File: src/core/timer_pkg.sv
// Shared constants and state types for the dual timer/counter block.
// Assumes a 32-bit AXI4-Lite master; each 8-bit register sits in one aligned word.
package timer_pkg;

  // Register indices; the byte address of each is four times its index.
  localparam int ADDR_W = 12;
  localparam logic [9:0] IDX_CTRL = 10'h088;
  localparam logic [9:0] IDX_MODE = 10'h089;
  localparam logic [9:0] IDX_LOW0 = 10'h08a;
  localparam logic [9:0] IDX_LOW1 = 10'h08b;
  localparam logic [9:0] IDX_HIGH0 = 10'h08c;
  localparam logic [9:0] IDX_HIGH1 = 10'h08d;
  localparam logic [9:0] IDX_IRQ_STATUS = 10'h090;
  localparam logic [9:0] IDX_IRQ_MASK = 10'h091;

  // Reset value of every data and control byte.
  localparam logic [7:0] BYTE_RESET = 8'h00;

  // Event bit positions in the status, mask, request and acknowledge vectors.
  localparam int EV_TF0 = 0;
  localparam int EV_TF1 = 1;
  localparam int EV_IE0 = 2;
  localparam int EV_IE1 = 3;
  localparam int NUM_EVENTS = 4;

  // Positions of the sampled pins.
  localparam int PIN_CNT0 = 0;
  localparam int PIN_IRQ0 = 2;
  localparam int NUM_PINS = 4;

  // AXI responses.
  localparam logic [1:0] RESP_OKAY = 2'h0;
  localparam logic [1:0] RESP_SLVERR = 2'h2;

  // Timer operating modes, in field encoding order 00 to 11.
  typedef enum logic [1:0] {
    MODE_PRESCALED,
    MODE_16BIT,
    MODE_RELOAD,
    MODE_SPLIT
  } tmr_mode_t;

  // One nibble of the mode register: gate, count source, mode.
  typedef struct packed {
    logic pin_gating;
    logic count_source_sel;
    logic [1:0] mode;
  } tmr_cfg_t;

  // Whole state of the top-level block.
  typedef struct packed {
    logic awready;
    logic wready;
    logic bvalid;
    logic [1:0] bresp;
    logic [9:0] waddr;
    logic [7:0] wdata;
    logic wbyte;
    logic arready;
    logic rvalid;
    logic [1:0] rresp;
    logic [7:0] rdata;
    logic phase;
    logic [1:0] tf;
    logic [1:0] tr;
    logic [1:0] ie;
    logic [1:0] it;
    tmr_cfg_t [1:0] cfg;
    logic [1:0][7:0] tl;
    logic [1:0][7:0] th;
    logic [NUM_EVENTS-1:0] irq_status;
    logic [NUM_EVENTS-1:0] irq_mask;
    logic [NUM_EVENTS-1:0] int_req;
    logic irq;
  } core_state_t;

  // State of the pin sampler.
  typedef struct packed {
    logic [NUM_PINS-1:0] meta;
    logic [NUM_PINS-1:0] stable;
    logic [NUM_PINS-1:0] prev;
  } sampler_state_t;

endpackage : timer_pkg

File: src/core/pin_sampler.sv
// Two-stage synchroniser with falling-edge detection for the timer pins.
// Assumes pins may change at any time relative to aclk.
`timescale 1ns/1ps
module pin_sampler
  import timer_pkg::*;
(
  input wire logic aclk,
  input wire logic aresetn,
  input wire logic [NUM_PINS-1:0] raw_pins,
  output logic [NUM_PINS-1:0] pin_lvl,
  output logic [NUM_PINS-1:0] pin_fall
);

  sampler_state_t st_reg;
  sampler_state_t st_next;

  // The first stage feeds only the second; edges are taken from later stages.
  always_comb begin
    st_next = st_reg;
    st_next.meta = raw_pins;
    st_next.stable = st_reg.meta;
    st_next.prev = st_reg.stable;
  end

  // Synchronous reset returns all stages to low.
  always_ff @(posedge aclk) begin
    if (!aresetn) begin
      st_reg <= '0;
    end else begin
      st_reg <= st_next;
    end
  end

  // A fall is a high sample followed by a low one, so it lasts one cycle.
  assign pin_lvl = st_reg.stable;
  assign pin_fall = st_reg.prev & ~st_reg.stable;

  a_fall_one_cycle: assert property (@(posedge aclk) disable iff (!aresetn)
    pin_fall[0] |=> !pin_fall[0]) else $error("Fall pulse lasted more than one cycle.");

endmodule : pin_sampler

File: src/core/dual_timer.sv
// Two timer/counters with external interrupt edge flags, behind AXI4-Lite.
// Assumes the CPU pulses vector_ack when it enters a matching service routine.
//
// Local design decision: the AXI4-Lite interface to the registers.
`timescale 1ns/1ps

// Contract
// - Timer 1 overflow sets its flag; vectoring into its routine clears it.
// - Timer 0 overflow sets its flag; vectoring into its routine clears it.
// - Each timer has a run bit: one counts, zero halts.
// - Falling edge on each interrupt pin sets its edge flag; vectoring clears it.
// - Trigger-type bit: zero requests while pin low, one requests on falling edge.
// - Gate bit set: count only while interrupt pin high and run bit set.
// - Source select: timer mode steps every two clocks, counter mode on pin falls.
// - Mode 00: 8-bit high byte with 5-bit low prescaler; 01: 16-bit counter.
// - Mode 10: low byte counts, reloading from high byte on overflow.
// - Timer 0 mode 11: low byte alone; high byte uses timer 1 run and flag.
// - All four data bytes read and write, reset to zero, preloadable.
module dual_timer
  import timer_pkg::*;
(
  input wire logic aclk,
  input wire logic aresetn,
  input wire logic [ADDR_W-1:0] s_axi_awaddr,
  input wire logic s_axi_awvalid,
  output logic s_axi_awready,
  input wire logic [31:0] s_axi_wdata,
  input wire logic [3:0] s_axi_wstrb,
  input wire logic s_axi_wvalid,
  output logic s_axi_wready,
  output logic [1:0] s_axi_bresp,
  output logic s_axi_bvalid,
  input wire logic s_axi_bready,
  input wire logic [ADDR_W-1:0] s_axi_araddr,
  input wire logic s_axi_arvalid,
  output logic s_axi_arready,
  output logic [31:0] s_axi_rdata,
  output logic [1:0] s_axi_rresp,
  output logic s_axi_rvalid,
  input wire logic s_axi_rready,
  input wire logic tmr0_count_pin,
  input wire logic tmr1_count_pin,
  input wire logic ext_irq0_pin,
  input wire logic ext_irq1_pin,
  input wire logic [NUM_EVENTS-1:0] vector_ack,
  output logic [NUM_EVENTS-1:0] int_req,
  output logic irq
);

  core_state_t st_reg;
  core_state_t st_next;
  logic [NUM_PINS-1:0] pin_lvl;
  logic [NUM_PINS-1:0] pin_fall;
  logic do_write;
  logic rd_clr;
  logic step;
  logic [1:0] ovf_evt;
  logic [1:0] tf_set;
  logic split_ovf;
  logic [13:0] sum13;
  logic [16:0] sum16;
  logic [8:0] sum8;
  logic [8:0] sum_split;
  logic [9:0] rd_idx;

  // Pins are brought into the clock domain before any counting or flagging.
  pin_sampler u_sampler (
    .aclk(aclk),
    .aresetn(aresetn),
    .raw_pins({ext_irq1_pin, ext_irq0_pin, tmr1_count_pin, tmr0_count_pin}),
    .pin_lvl(pin_lvl),
    .pin_fall(pin_fall)
  );

  // Only indices of real registers answer OKAY.
  function automatic logic reg_mapped(input logic [9:0] idx);
    return (idx >= IDX_CTRL && idx <= IDX_HIGH1) || idx == IDX_IRQ_STATUS ||
      idx == IDX_IRQ_MASK;
  endfunction : reg_mapped

  assign rd_idx = s_axi_araddr[ADDR_W-1:2];

  // Bus slave, timers, flags and interrupt logic, all as one next-state function.
  always_comb begin
    st_next = st_reg;
    do_write = 1'b0;
    rd_clr = 1'b0;
    step = 1'b0;
    ovf_evt = 2'h0;
    split_ovf = 1'b0;
    sum13 = 14'h0000;
    sum16 = 17'h00000;
    sum8 = 9'h000;
    sum_split = 9'h000;
    // One phase bit gives the divide-by-two timer tick shared by both timers.
    st_next.phase = ~st_reg.phase;

    // Write address and data are taken in either order; the response follows both.
    if (s_axi_awvalid && st_reg.awready) begin
      st_next.awready = 1'b0;
      st_next.waddr = s_axi_awaddr[ADDR_W-1:2];
    end
    if (s_axi_wvalid && st_reg.wready) begin
      st_next.wready = 1'b0;
      st_next.wdata = s_axi_wdata[7:0];
      st_next.wbyte = s_axi_wstrb[0];
    end
    if (!st_reg.awready && !st_reg.wready && !st_reg.bvalid) begin
      st_next.bvalid = 1'b1;
      st_next.bresp = reg_mapped(st_reg.waddr) ? RESP_OKAY : RESP_SLVERR;
      do_write = reg_mapped(st_reg.waddr) && st_reg.wbyte;
    end
    if (st_reg.bvalid && s_axi_bready) begin
      st_next.bvalid = 1'b0;
      st_next.awready = 1'b1;
      st_next.wready = 1'b1;
    end

    // Reads answer one cycle after the address; a status read clears it.
    if (s_axi_arvalid && st_reg.arready) begin
      st_next.arready = 1'b0;
      st_next.rvalid = 1'b1;
      st_next.rresp = reg_mapped(rd_idx) ? RESP_OKAY : RESP_SLVERR;
      unique case (rd_idx)
        IDX_CTRL: st_next.rdata = {st_reg.tf[1], st_reg.tr[1], st_reg.tf[0], st_reg.tr[0],
          st_reg.ie[1], st_reg.it[1], st_reg.ie[0], st_reg.it[0]};
        IDX_MODE: st_next.rdata = st_reg.cfg;
        IDX_LOW0: st_next.rdata = st_reg.tl[0];
        IDX_LOW1: st_next.rdata = st_reg.tl[1];
        IDX_HIGH0: st_next.rdata = st_reg.th[0];
        IDX_HIGH1: st_next.rdata = st_reg.th[1];
        IDX_IRQ_STATUS: begin
          st_next.rdata = {4'h0, st_reg.irq_status};
          rd_clr = 1'b1;
        end
        IDX_IRQ_MASK: st_next.rdata = {4'h0, st_reg.irq_mask};
        default: st_next.rdata = BYTE_RESET;
      endcase
    end
    if (st_reg.rvalid && s_axi_rready) begin
      st_next.rvalid = 1'b0;
      st_next.arready = 1'b1;
    end

    // Each timer steps when running, enabled by its gate, and its source ticks.
    for (int i = 0; i < 2; i++) begin
      step = st_reg.tr[i] &&
        (!st_reg.cfg[i].pin_gating || pin_lvl[PIN_IRQ0+i]) &&
        (st_reg.cfg[i].count_source_sel ? pin_fall[PIN_CNT0+i] : st_reg.phase);
      unique case (tmr_mode_t'(st_reg.cfg[i].mode))
        MODE_PRESCALED: begin
          if (step) begin
            // Low five bits prescale; upper low-byte bits are left untouched.
            sum13 = {1'b0, st_reg.th[i], st_reg.tl[i][4:0]} + 14'h0001;
            st_next.th[i] = sum13[12:5];
            st_next.tl[i][4:0] = sum13[4:0];
            ovf_evt[i] = sum13[13];
          end
        end
        MODE_16BIT: begin
          if (step) begin
            sum16 = {1'b0, st_reg.th[i], st_reg.tl[i]} + 17'h00001;
            st_next.th[i] = sum16[15:8];
            st_next.tl[i] = sum16[7:0];
            ovf_evt[i] = sum16[16];
          end
        end
        MODE_RELOAD: begin
          if (step) begin
            sum8 = {1'b0, st_reg.tl[i]} + 9'h001;
            st_next.tl[i] = sum8[8] ? st_reg.th[i] : sum8[7:0];
            ovf_evt[i] = sum8[8];
          end
        end
        MODE_SPLIT: begin
          // Timer 1 holds here; timer 0 keeps only its low byte on its own controls.
          if (step && i == 0) begin
            sum8 = {1'b0, st_reg.tl[i]} + 9'h001;
            st_next.tl[i] = sum8[7:0];
            ovf_evt[i] = sum8[8];
          end
        end
      endcase
    end

    // In split mode the timer 0 high byte borrows timer 1's run bit and flag.
    if (tmr_mode_t'(st_reg.cfg[0].mode) == MODE_SPLIT && st_reg.tr[1] && st_reg.phase) begin
      sum_split = {1'b0, st_reg.th[0]} + 9'h001;
      st_next.th[0] = sum_split[7:0];
      split_ovf = sum_split[8];
    end
    tf_set[0] = ovf_evt[0];
    tf_set[1] = (tmr_mode_t'(st_reg.cfg[0].mode) == MODE_SPLIT) ? split_ovf : ovf_evt[1];

    // Software writes override counting in the same cycle, so a preload is exact.
    if (do_write) begin
      unique case (st_reg.waddr)
        IDX_CTRL: {st_next.tf[1], st_next.tr[1], st_next.tf[0], st_next.tr[0],
          st_next.ie[1], st_next.it[1], st_next.ie[0], st_next.it[0]} = st_reg.wdata;
        IDX_MODE: st_next.cfg = st_reg.wdata;
        IDX_LOW0: st_next.tl[0] = st_reg.wdata;
        IDX_LOW1: st_next.tl[1] = st_reg.wdata;
        IDX_HIGH0: st_next.th[0] = st_reg.wdata;
        IDX_HIGH1: st_next.th[1] = st_reg.wdata;
        IDX_IRQ_MASK: st_next.irq_mask = st_reg.wdata[3:0];
        default: st_next.irq_mask = st_next.irq_mask;
      endcase
    end

    // Vector acknowledge clears a flag, but a set in the same cycle wins.
    st_next.tf = (st_next.tf & ~{vector_ack[EV_TF1], vector_ack[EV_TF0]}) | tf_set;
    st_next.ie = (st_next.ie & ~{vector_ack[EV_IE1], vector_ack[EV_IE0]}) |
      pin_fall[PIN_IRQ0+1:PIN_IRQ0];

    // Sticky status for software; a read clears it unless an event lands meanwhile.
    if (rd_clr) begin
      st_next.irq_status = 4'h0;
    end
    st_next.irq_status = st_next.irq_status | {pin_fall[PIN_IRQ0+1:PIN_IRQ0], tf_set};

    // Level mode requests while the pin is low; edge mode uses the latched flag.
    st_next.int_req[EV_TF0] = st_next.tf[0];
    st_next.int_req[EV_TF1] = st_next.tf[1];
    st_next.int_req[EV_IE0] = st_next.it[0] ? st_next.ie[0] : !pin_lvl[PIN_IRQ0];
    st_next.int_req[EV_IE1] = st_next.it[1] ? st_next.ie[1] : !pin_lvl[PIN_IRQ0+1];
    st_next.irq = |(st_next.irq_status & st_next.irq_mask);
  end

  // All state takes its reset value together; ready lines come up high.
  always_ff @(posedge aclk) begin
    if (!aresetn) begin
      st_reg <= '0;
      st_reg.awready <= 1'b1;
      st_reg.wready <= 1'b1;
      st_reg.arready <= 1'b1;
    end else begin
      st_reg <= st_next;
    end
  end

  // Every output is a flip-flop or a constant-extended flip-flop.
  assign s_axi_awready = st_reg.awready;
  assign s_axi_wready = st_reg.wready;
  assign s_axi_bvalid = st_reg.bvalid;
  assign s_axi_bresp = st_reg.bresp;
  assign s_axi_arready = st_reg.arready;
  assign s_axi_rvalid = st_reg.rvalid;
  assign s_axi_rresp = st_reg.rresp;
  assign s_axi_rdata = {24'h000000, st_reg.rdata};
  assign int_req = st_reg.int_req;
  assign irq = st_reg.irq;

  a_tf1_set_ovf: assert property (@(posedge aclk) disable iff (!aresetn)
    tf_set[1] |=> st_reg.tf[1] && st_reg.int_req[EV_TF1]) else $error("Timer 1 flag not set.");
  a_tf0_ack_clear: assert property (@(posedge aclk) disable iff (!aresetn)
    (vector_ack[EV_TF0] && !tf_set[0] && !do_write) |=> !st_reg.tf[0])
    else $error("Timer 0 flag not cleared by acknowledge.");
  a_run_halt_hold: assert property (@(posedge aclk) disable iff (!aresetn)
    (!st_reg.tr[0] && !do_write) |=> $stable(st_reg.tl[0])) else $error("Halted timer moved.");
  a_edge_flag_set: assert property (@(posedge aclk) disable iff (!aresetn)
    pin_fall[PIN_IRQ0] |=> st_reg.ie[0] && st_reg.irq_status[EV_IE0])
    else $error("Edge flag not set on falling edge.");
  a_level_request: assert property (@(posedge aclk) disable iff (!aresetn)
    (!st_next.it[0]) |=> st_reg.int_req[EV_IE0] == !$past(pin_lvl[PIN_IRQ0]))
    else $error("Level request does not follow pin.");
  a_gate_blocks: assert property (@(posedge aclk) disable iff (!aresetn)
    (st_reg.cfg[0].pin_gating && !pin_lvl[PIN_IRQ0] && !do_write) |=> $stable(st_reg.tl[0]))
    else $error("Gated timer counted with pin low.");
  a_tick_rate: assert property (@(posedge aclk) disable iff (!aresetn)
    (st_reg.tr[0] && st_reg.cfg[0] == 4'h1 && !do_write)[*2] |=>
    st_reg.tl[0] == 8'($past(st_reg.tl[0], 2) + 8'h01)) else $error("Timer tick rate wrong.");
  a_prescale_wrap: assert property (@(posedge aclk) disable iff (!aresetn)
    (ovf_evt[0] && st_reg.cfg[0].mode == 2'h0 && !do_write) |=>
    st_reg.th[0] == 8'h00 && st_reg.tl[0][4:0] == 5'h00) else $error("Prescaled wrap wrong.");
  a_reload_value: assert property (@(posedge aclk) disable iff (!aresetn)
    (ovf_evt[1] && st_reg.cfg[1].mode == 2'h2 && !do_write) |=>
    st_reg.tl[1] == $past(st_reg.th[1])) else $error("Reload value wrong.");
  a_t1_mode3_hold: assert property (@(posedge aclk) disable iff (!aresetn)
    (st_reg.cfg[1].mode == 2'h3 && !do_write) |=> $stable(st_reg.tl[1]) && $stable(st_reg.th[1]))
    else $error("Timer 1 moved in stop mode.");
  a_split_flag: assert property (@(posedge aclk) disable iff (!aresetn)
    (split_ovf && st_reg.cfg[0].mode == 2'h3) |=> st_reg.tf[1]) else $error("Split flag missing.");

  // Bus answers stand until taken; a master that stalls must still see the same answer.
  a_bvalid_stands: assert property (@(posedge aclk) disable iff (!aresetn)
    (st_reg.bvalid && !s_axi_bready) |=> st_reg.bvalid && $stable(st_reg.bresp))
    else $error("Write response dropped.");
  a_rvalid_stands: assert property (@(posedge aclk) disable iff (!aresetn)
    (st_reg.rvalid && !s_axi_rready) |=> st_reg.rvalid && $stable(st_reg.rdata))
    else $error("Read data dropped.");
  a_read_one_cycle: assert property (@(posedge aclk) disable iff (!aresetn)
    (s_axi_arvalid && st_reg.arready) |=> st_reg.rvalid && !st_reg.arready)
    else $error("Read answer late.");
  a_busy_not_ready: assert property (@(posedge aclk) disable iff (!aresetn)
    st_reg.bvalid |-> !st_reg.awready && !st_reg.wready)
    else $error("Write ready while response pending.");
  a_unmapped_error: assert property (@(posedge aclk) disable iff (!aresetn)
    (s_axi_arvalid && st_reg.arready && !reg_mapped(rd_idx)) |=>
    st_reg.rresp == RESP_SLVERR && st_reg.rdata == 8'h00)
    else $error("Unmapped read not refused.");

  // Flags reach their request lines; an acknowledge clears unless a set lands with it.
  a_tf0_set_ovf: assert property (@(posedge aclk) disable iff (!aresetn)
    tf_set[0] |=> st_reg.tf[0] && st_reg.int_req[EV_TF0]) else $error("Timer 0 flag not set.");
  a_tf1_ack_clear: assert property (@(posedge aclk) disable iff (!aresetn)
    (vector_ack[EV_TF1] && !tf_set[1] && !do_write) |=> !st_reg.tf[1])
    else $error("Timer 1 flag not cleared.");
  a_edge1_ack_clear: assert property (@(posedge aclk) disable iff (!aresetn)
    (vector_ack[EV_IE1] && !pin_fall[PIN_IRQ0+1] && !do_write) |=> !st_reg.ie[1])
    else $error("Edge flag 1 not cleared.");
  a_edge_request: assert property (@(posedge aclk) disable iff (!aresetn)
    st_next.it[1] |=> st_reg.int_req[EV_IE1] == st_reg.ie[1])
    else $error("Edge request does not follow flag.");

  // Status bits stay until read, so software never loses an event between polls.
  a_status_sticky: assert property (@(posedge aclk) disable iff (!aresetn)
    (st_reg.irq_status[EV_TF0] && !rd_clr) |=> st_reg.irq_status[EV_TF0])
    else $error("Status bit lost.");
  a_status_read_clear: assert property (@(posedge aclk) disable iff (!aresetn)
    (rd_clr && !tf_set[0]) |=> !st_reg.irq_status[EV_TF0])
    else $error("Status read did not clear.");

  // Counting seen from the timer 1 side, plus the full 16-bit wrap of timer 0.
  a_t1_halt_hold: assert property (@(posedge aclk) disable iff (!aresetn)
    (!st_reg.tr[1] && !do_write) |=> $stable(st_reg.tl[1]) && $stable(st_reg.th[1]))
    else $error("Halted timer 1 moved.");
  a_t1_pin_source: assert property (@(posedge aclk) disable iff (!aresetn)
    (st_reg.cfg[1].count_source_sel && !pin_fall[PIN_CNT0+1] && !do_write) |=>
    $stable(st_reg.tl[1])) else $error("Counted without pin fall.");
  a_sixteen_wrap: assert property (@(posedge aclk) disable iff (!aresetn)
    (ovf_evt[0] && st_reg.cfg[0].mode == 2'h1 && !do_write) |=>
    st_reg.th[0] == 8'h00 && st_reg.tl[0] == 8'h00) else $error("16-bit wrap wrong.");
  a_reload_keeps_high: assert property (@(posedge aclk) disable iff (!aresetn)
    (ovf_evt[1] && st_reg.cfg[1].mode == 2'h2 && !do_write) |=> $stable(st_reg.th[1]))
    else $error("Reload source changed.");
  a_t1_stop_no_flag: assert property (@(posedge aclk) disable iff (!aresetn)
    (st_reg.cfg[1].mode == 2'h3 && st_reg.cfg[0].mode != 2'h3) |-> !tf_set[1])
    else $error("Stopped timer 1 flagged.");
  a_split_high_hold: assert property (@(posedge aclk) disable iff (!aresetn)
    (st_reg.cfg[0].mode == 2'h3 && !st_reg.tr[1] && !do_write) |=> $stable(st_reg.th[0]))
    else $error("Split high byte moved.");
  a_write_wins: assert property (@(posedge aclk) disable iff (!aresetn)
    (do_write && st_reg.waddr == IDX_LOW1) |=> st_reg.tl[1] == $past(st_reg.wdata))
    else $error("Data write did not land.");
  a_fall_from_high: assert property (@(posedge aclk) disable iff (!aresetn)
    pin_fall[PIN_CNT0+1] |-> !pin_lvl[PIN_CNT0+1] && $past(pin_lvl[PIN_CNT0+1]))
    else $error("Fall without prior high.");

endmodule : dual_timer

File: config.mk
export PLATFORM = sky130hd
export DESIGN_NAME = dual_timer
export DESIGN_NICKNAME = d
export VERILOG_FILES = /design/src/core/timer_pkg.sv /design/src/core/pin_sampler.sv /design/src/core/dual_timer.sv
export SDC_FILE = /design/constraint.sdc
export NUM_CORES = 1
export LEC_CHECK = 0
export BUFFER_PORTS_ARGS = -buffer_cell sky130_fd_sc_hd__buf_4
export CORE_AREA = 4 4 150 152
export CTS_CLUSTER_DIAMETER = 60
export DETAILED_ROUTE_END_ITERATION = 10
export DIE_AREA = 0 0 154 156
export PLACE_DENSITY_LB_ADDON = 0.25
export SLEW_MARGIN = 20
export SYNTH_ARGS = -nofsm -noshare
export SYNTH_HDL_FRONTEND = slang
export SYNTH_SLANG_ARGS = --single-unit
File: constraint.sdc
create_clock -name aclk -period 5.4 [get_ports aclk]
set_input_delay 1.08 -clock aclk [delete_from_list [all_inputs] [get_ports aclk]]
set_output_delay 1.08 -clock aclk [all_outputs]
set_load 0.01 [all_outputs]
# Word-level counts from Yosys, hierarchy flattened

Cells that the tools add are included.

Add/sub/neg operators: 7
Magnitude comparators: 4
Eq/ne operators: 21
Muxes and demuxes: 50
Bitwise logic cells: 12
Reductions and logical operators: 37

Operators with widths:

| kind                  | count |
|---|---|
| $eq 10x8->1 const B   | 16 |
| $mux 8                | 18 |
| $pmux 8 s8            | 1 |
| $mux 48               | 1 |
| $add 16x1->17 const B | 2 |
| $pmux 8 s2            | 2 |
| $add 13x1->14 const B | 2 |
| $add 8x1->9 const B   | 3 |
| $ge 10x8->1 const B   | 2 |
| $le 10x8->1 const B   | 2 |
| $pmux 5 s4            | 1 |
| $logic_and 1x1->1     | 16 |
| $mux 1                | 15 |
| $pmux 5 s3            | 1 |
| $mux 4                | 3 |
| $mux 5                | 2 |
| $pmux 3 s3            | 1 |
| $and 4x4->4           | 2 |
| $logic_not 1->1       | 7 |
| $eq 2x2->1 const B    | 3 |
| $logic_or 1x1->1      | 6 |
| $pmux 1 s3            | 2 |
| $pmux 3 s2            | 1 |
| $reduce_or 2->1       | 3 |
| other kinds (11)      | 19 |

Register bits after elaboration: 110
Word-level logic and storage cells: 164

# Logic depth before layout (Yosys ltp)

Gate-level depths: netlist of the first run.

Word-level depth: 12
Depth in mapped cells: 9
Gate-level depth less buffers: 7

# Hierarchy

From an unflattened synthesis of the first run, not the netlist that was laid out.

Cells, all modules: 764
Area, all modules: 6199.7 um^2

Modules (own cells, without submodules):

| module      | times used | cells each | area each (um^2) |
|---|---|---|---|
| dual_timer  | 1          | 731        | 5808.1 |
| pin_sampler | 1          | 33         | 391.6 |

# Worst setup path before layout of the first run

No wires, ideal clock.

Path type: in2reg
From: input s_axi_araddr[11]
To: register st_reg, in the netlist irq
Arrival time: 2551 ps
Slack: 2713 ps
Stages on the path: 4
Buffers on the path: 0
Path through: or4b_4 -> or4_4 -> a211oi_1 -> o311ai_1

Word-level cells in the longest chain between the ends: 7

Ends and longest elaborated chain:

| element              | line              | source |
|---|---|---|
| from (decl)          | dual_timer.sv:34  | `input wire logic [ADDR_W-1:0] s_axi_araddr,` |
| $eq 10x8->1          | dual_timer.sv:124 | `unique case (rd_idx)` |
| $mux 1               | dual_timer.sv:124 |  |
| $mux 1               | dual_timer.sv:120 | `if (s_axi_arvalid && st_reg.arready) begin` |
| $mux 4               | dual_timer.sv:216 | `if (rd_clr) begin` |
| $or 4x4->4           | dual_timer.sv:219 | `st_next.irq_status = st_next.irq_status \| {pin_fall[PIN_IRQ0+1:PIN_IRQ0], tf_set};` |
| $and 4x4->4          | dual_timer.sv:226 | `st_next.irq = \|(st_next.irq_status & st_next.irq_mask);` |
| $reduce_or 4->1      | dual_timer.sv:226 |  |
| to (signal assigned) | dual_timer.sv:237 | `st_reg <= st_next;` |
| to (decl)            | dual_timer.sv:50  | `core_state_t st_reg;` |

Every way passes these cells.
A chain may end at the register's enable or synchronous reset.

# Final worst setup path of the first run

From: input s_axi_araddr[11]
To: register st_reg, in the netlist s_axi_rdata[6]

Word-level cells in the longest chain between the ends: 2
Elaborated cells between the ends (all ways): 9
Classes of those cells: 8 x eq/ne; 1 x mux

Ends and longest elaborated chain:

| element      | line |
|---|---|
| $eq 10x8->1  | dual_timer.sv:124 |
| $pmux 8 s8 * | dual_timer.sv:124 |

Mark *: on every way between the ends. The rest lies on a longest branch, timed or not.

==> results of run 1 <==
## worst max-delay path by stage
| stage | start | to | slack (ns) |
|---|---|---|---|
| finish | s_axi_araddr[11] | s_axi_rdata[6] | 2.83 |
| global route | s_axi_araddr[11] | s_axi_rdata[6] | 2.64 |
| CTS | s_axi_araddr[11] | s_axi_rdata[6] | 2.84 |
| detailed placement | s_axi_araddr[11] | irq | 2.45 |
| global placement | s_axi_araddr[11] | irq | 2.44 |
| floorplan | s_axi_araddr[11] | irq | 2.71 |
## per-stage QoR
stage | total power [W] | cell area [µm²] | hold WS, ns
detailed placement | 0.000966 | 6690 | 0.423
floorplan | 0.000923 | 6360 | 0.412
global placement | 0.000965 | 6690 | 0.413
finish | 0.00167 | 7020 | 0.440
global route | 0.00174 | 7020 | 0.447
CTS | 0.00169 | 7020 | 0.444
## where the power goes
part | leakage, nW | switching [W] | internal, W
Clock | 0.159 | 0.000348 | 0.000377
Combinational | 1.56 | 0.0000710 | 0.0000509
Sequential | 0.861 | 0.0000265 | 0.000799
## area by class of cell
| class | instances | area, µm² | share of cell area [%] |
|---|---|---|---|
| Timing Repair Buffer | 64 | 480 | 6.84 |
| Inverter | 22 | 82.6 | 1.18 |
| Multi-Input combinational cell | 588 | 3660 | 52.2 |
| Clock inverter | 7 | 105 | 1.50 |
| Sequential cell | 106 | 2120 | 30.2 |
| Tap cell | 275 | 344 | 4.90 |
| Clock buffer | 9 | 225 | 3.21 |
## critical path, stage by stage
cell and delay, ns:
buf_4 0.11, or4b_4 0.58, nor3_4 0.29, nand3b_1 0.21, nor2_1 0.26, a22oi_1 0.17, o21ai_0 0.15
## layout by cell type (no fill, tap or decap), drive strengths merged, types with 5 or more instances in the layout
master / Yosys / layout
o21ai: 32 / 32
nand3: 36 / 36
o211ai: 5 / 5
dfxtp: 106 / 106
mux2i: 38 / 38
a211oi: 5 / 5
a31oi: 7 / 7
o31ai: 9 / 9
nand2b: 8 / 8
o32ai: 5 / 5
inv: 22 / 25
nor2: 61 / 61
nor4: 6 / 6
ha: 8 / 8
nand2: 103 / 103
mux2: 6 / 6
xnor2: 10 / 10
a21oi: 73 / 73
conb: 1 / 26
buf: 52 / 64
nor3: 13 / 13
a311oi: 5 / 5
nand4: 14 / 14
clkbuf: 36 / 9
o22ai: 11 / 11
and3: 6 / 6
and4: 7 / 7
and2: 22 / 22
## cells by family (layout without fill, tap and decap cells)
logic type      count (synthesis)  after routing
compound gates                195            195
buf+inv                       110            102
other cells                     1             26
simple gates                  298            298
fa+ha+maj                       8              8
xor+xnor                       13             13
flops                         106            106
mux                            48             48
## layer usage
| layer | up-vias | part of all wire, % | global-route usage (%) |
|---|---|---|---|
| met1 | 2633 | 47 | 22.0 |
| met4 | 0 | 2.6 | 6.01 |
| li1 | 2789 | - | - |
| met3 | 29 | 5.2 | 1.91 |
| met5 | - | 0 | 0 |
| met2 | 185 | 45 | 24.0 |
==> run summary, run 1 <==
Skew-Pair Late Insertion Delay = 0.36 ns
Setup Slack @ Placement = 2.45 ns
Final WS setup = 2.83 ns
Routed WL per cell = 17.7 µm
post-synth cell types = 80
clk_skew = 0.0100 ns
crit path time final = 2.57 ns
number of buffers created by CTS = 9
crit-path max FO = 7
Worst setup SP type = primary input
antenna violations before repair = 0
global-route usage over all layers = 15.5%
Antenna diodes = 0
Endpoint, Worst Hold = u_sampler.pin_lvl[2]
Post-Syn Area = 0.00627 mm²
Setup TNS = 0 ns
Post-synth top cells = 106 x dfxtp_1, 102 x nand2_1, 73 x a21oi_1
Final nets = 874
Syn Area/Cell = 8.05 µm²
Power per Cell Area = 238 mW/mm²
r2r setup slk = 2.92 ns
top cells by area, synth = dfxtp_1 34%, nand2_1 6.1%, mux2i_1 6.1%
area grow syn2layout = 12.0%
Overflow after GRT = 0
crit path DAT = 2.86 ns
vias = 5636
R2R depth = 7
Via-to-Cell Ratio = 5.26
Pre-antenna DRT Iters = 5
Die Y = 156 µm
TritonCTS clock tree = yes
Worst Hold Class = flip-flop to flip-flop
post-synthesis adder-cell area fraction = 1.60%
I/O Buffers = 63
Simple-Gate Fraction of Synth Area = 24.8%
maxcap violations = 0
detailed placement HPWL = 13800 µm
Worst slew margin = 28.5%
fin util = 33.4%
DIE WIDTH = 154 µm
Post-CTS Setup Inserts = 0
crit path kind = primary input to flip-flop
fin crit share = 47.6%
Fin. Hold Viols = 0
Rows = 53
worst IR drop on VDD = 0.144 mV
CP endpoint kind = flip-flop
top_reg_cell synth = dfxtp_1
mux cell area share after synthesis = 8.58%
initial core utilization = 29.8%
Post-Route WL = 19000 µm
synth warn = 0
Antenna Violating Nets Remaining = 0
vias in the first global route = 5163
largest net degree at the start of global routing = 55
Sinks on Clock Net = 106
RSZ-0062 raised after global routing = no
Die Footprint = 0.0240 mm²
core area = 0.0210 mm²
Fmax = 389 MHz
FF-to-FF Start = st_reg[37]
first-pass GRT wire length = 29700 µm
Leakage = 2.58 nW
status = completed
# DRC = 0
Post-Synth XOR/XNOR Area = 1.82%
max-slew violation count = 0
layout cell share with drive strength beyond 1 = 13.8%
Synth Register Bits = 106
WP data required = 5.69 ns
Cells after Synth = 779
# fillers = 2236
max reg flops = 75
Final setup viols = 0
initial drt markers = 398
Post-synth EDFFs = 0
asr flop ratio synth = 0%
worst reg2reg path endpoint = st_reg[23]
sequential-to-total area share from yosys stat = 33.8%
Hold Startpoint = u_sampler.st_next[6]
placed cell count = 1055
I/O pin total = 121
biggest area consumer among synthesized cells = dfxtp_1
complex-gate fraction of the synthesized area = 20.1%
Hold-fix buffers, CTS = 0
post-synth top area share = 33.8%
Clock transition at path regs = 0.08 ns
GPL Wtd Cong = 0.875
CTS Root Cell = clkbuf_16
Post-Layout Cell Count = 1071
count leader, synth = dfxtp_1
hold-critical path depth = 1
main combinational cell family by area after synthesis = simple AND/OR/NAND/NOR gates
Clock Tree Buf Depth = 2
htree depth = 3
Slew @ Worst Pin = 1.07 ns
post-cts resize count = 0
Note: power is estimated with default switching activity, not from simulation.
==> run 2: changes to the inputs <==
==> constraint.sdc (replaced) <==
create_clock -name aclk -period 2.7 [get_ports aclk]
set_input_delay 0.54 -clock aclk [delete_from_list [all_inputs] [get_ports aclk]]
set_output_delay 0.54 -clock aclk [all_outputs]
set_load 0.01 [all_outputs]
==> run summary, run 2 (synthesis gave the netlist of run 1 again) <==
status = completed
most common cell after layout, fill and taps aside = dfxtp_1
GRT busiest layer = met2
Leakage = 2.66 nW
Die Footprint = 0.0240 mm²
Die Y = 156 µm
I/O Buffers = 63
htree depth = 3
Setup TNS = 0 ns
M3 GR Usage = 2.36%
antenna violations before repair = 0
Clock Tree Buf Depth = 2
met1 Use GR = 21.7%
I/O pin total = 121
initial core utilization = 29.8%
WP data required = 3.01 ns
global-route usage over all layers = 15.9%
post-cts resize count = 0
Routed WL per cell = 17.7 µm
DIE WIDTH = 154 µm
Overflow after GRT = 0
# fillers = 2252
GPL Wtd Cong = 0.850
Hold-fix buffers, CTS = 0
Rows = 53
number of buffers created by CTS = 9
Fin. Hold Viols = 0
Post-Route WL = 19300 µm
vias in the first global route = 5402
Antenna Violating Nets Remaining = 0
Final nets = 892
met2 capacity usage during global routing = 25.3%
detailed placement HPWL = 14400 µm
Worst Hold Class = primary input to flip-flop
CP endpoint kind = flip-flop
vias = 5713
Antenna diodes = 0
Pre-antenna DRT Iters = 6
most frequent cells in the layout = 106 x dfxtp_1, 102 x nand2_1, 82 x buf_4, 73 x a21oi_1, 61 x nor2_1
initial drt markers = 428
crit path kind = flip-flop to flip-flop
hold-critical path depth = 2
Clock transition at path regs = 0.08 ns
# DRC = 0
Worst slew margin = 53.6%
total power = 0.00328 W
worst IR drop on VDD = 0.278 mV
max reg flops = 75
clk_skew = 0.00768 ns
Sinks on Clock Net = 106
core area = 0.0210 mm²
RSZ-0062 raised after global routing = no
Via-to-Cell Ratio = 5.25
crit path DAT = 2.65 ns
fin crit share = 86.7%
layout cell share with drive strength beyond 1 = 15.7%
crit-path max FO = 7
largest net degree at the start of global routing = 38
Slew @ Worst Pin = 0.694 ns
TritonCTS clock tree = yes
Final setup viols = 0
area grow syn2layout = 13.9%
maxcap violations = 0
Power per Cell Area = 459 mW/mm²
Worst setup SP type = flip-flop
crit path time final = 2.34 ns
Skew-Pair Late Insertion Delay = 0.36 ns
R2R depth = 7
CTS Root Cell = clkbuf_16
first-pass GRT wire length = 30300 µm
r2r setup slk = 0.36 ns
Post-CTS Setup Inserts = 0
max-slew violation count = 0
Fmax = 427 MHz
run 2: cell count changes in the layout (fill, tap and decap cells not counted), sizes merged:
| cell | before | now |
|---|---|---|
| buf | 64 | 82 |
| bufinv | 1 | 0 |
| clkinv | 3 | 5 |
| inv | 25 | 24 |
run 2: worst paths after layout:
check,end,start
setup / recovery,st_reg[19],st_reg[29]
hold / removal,s_axi_awready,s_axi_awvalid
setup reg to reg,st_reg[19],st_reg[29]
hold reg to reg,u_sampler.pin_lvl[3],u_sampler.st_next[7]
run 2: per-stage QoR:
| stage | cell area, µm² | util, % | instances | hold slack (ns) | setup slack, ns |
|---|---|---|---|---|---|
| detailed placement | 6830 | 32.5 | 1073 | 0.419 | 0.316 |
| global placement | 6830 | 32.5 | 1073 | 0.413 | 0.304 |
| floorplan | 6360 | - | 804 | 0.412 | 0.553 |
| finish | 7140 | 34.0 | 1089 | 0.373 | 0.359 |
| global route | 7140 | 34.0 | 1089 | 0.375 | 0.188 |
| CTS | 7140 | 34.0 | 1089 | 0.364 | 0.434 |
run 2: metal layers:
layer  up-vias  routed length [µm]
li1       2817                   -
met1      2701                8780
met2       167                8880
met3        28                1080
met4         0                 510
met5         -                   0
run 2: area by class of cell:
cell class	count	area [µm²]	share of cell area (%)
Sequential cell	106	2120	29.7
Timing Repair Buffer	82	616	8.62
Clock inverter	7	86.3	1.21
Inverter	22	82.6	1.16
Clock buffer	9	225	3.15
Multi-Input combinational cell	588	3660	51.3
Tap cell	275	344	4.82
run 2: where the power goes:
group | total (W) | switching [W] | internal (W) | leakage (nW)
registers | 0.00164 | 0.0000449 | 0.00160 | 0.861
clock network | 0.00138 | 0.000714 | 0.000665 | 0.150
logic | 0.000260 | 0.000151 | 0.000109 | 1.65
total | 0.00328 | 0.000910 | 0.00237 | 2.66
run 2: critical path, stage by stage (launching register included):
cell,delay (ns)
dfxtp_1,0.46
ha_1,0.28
nand4_2,0.27
nor3_1,0.25
o2111ai_1,0.32
nor3b_1,0.26
o31ai_1,0.28
o211a_1,0.18
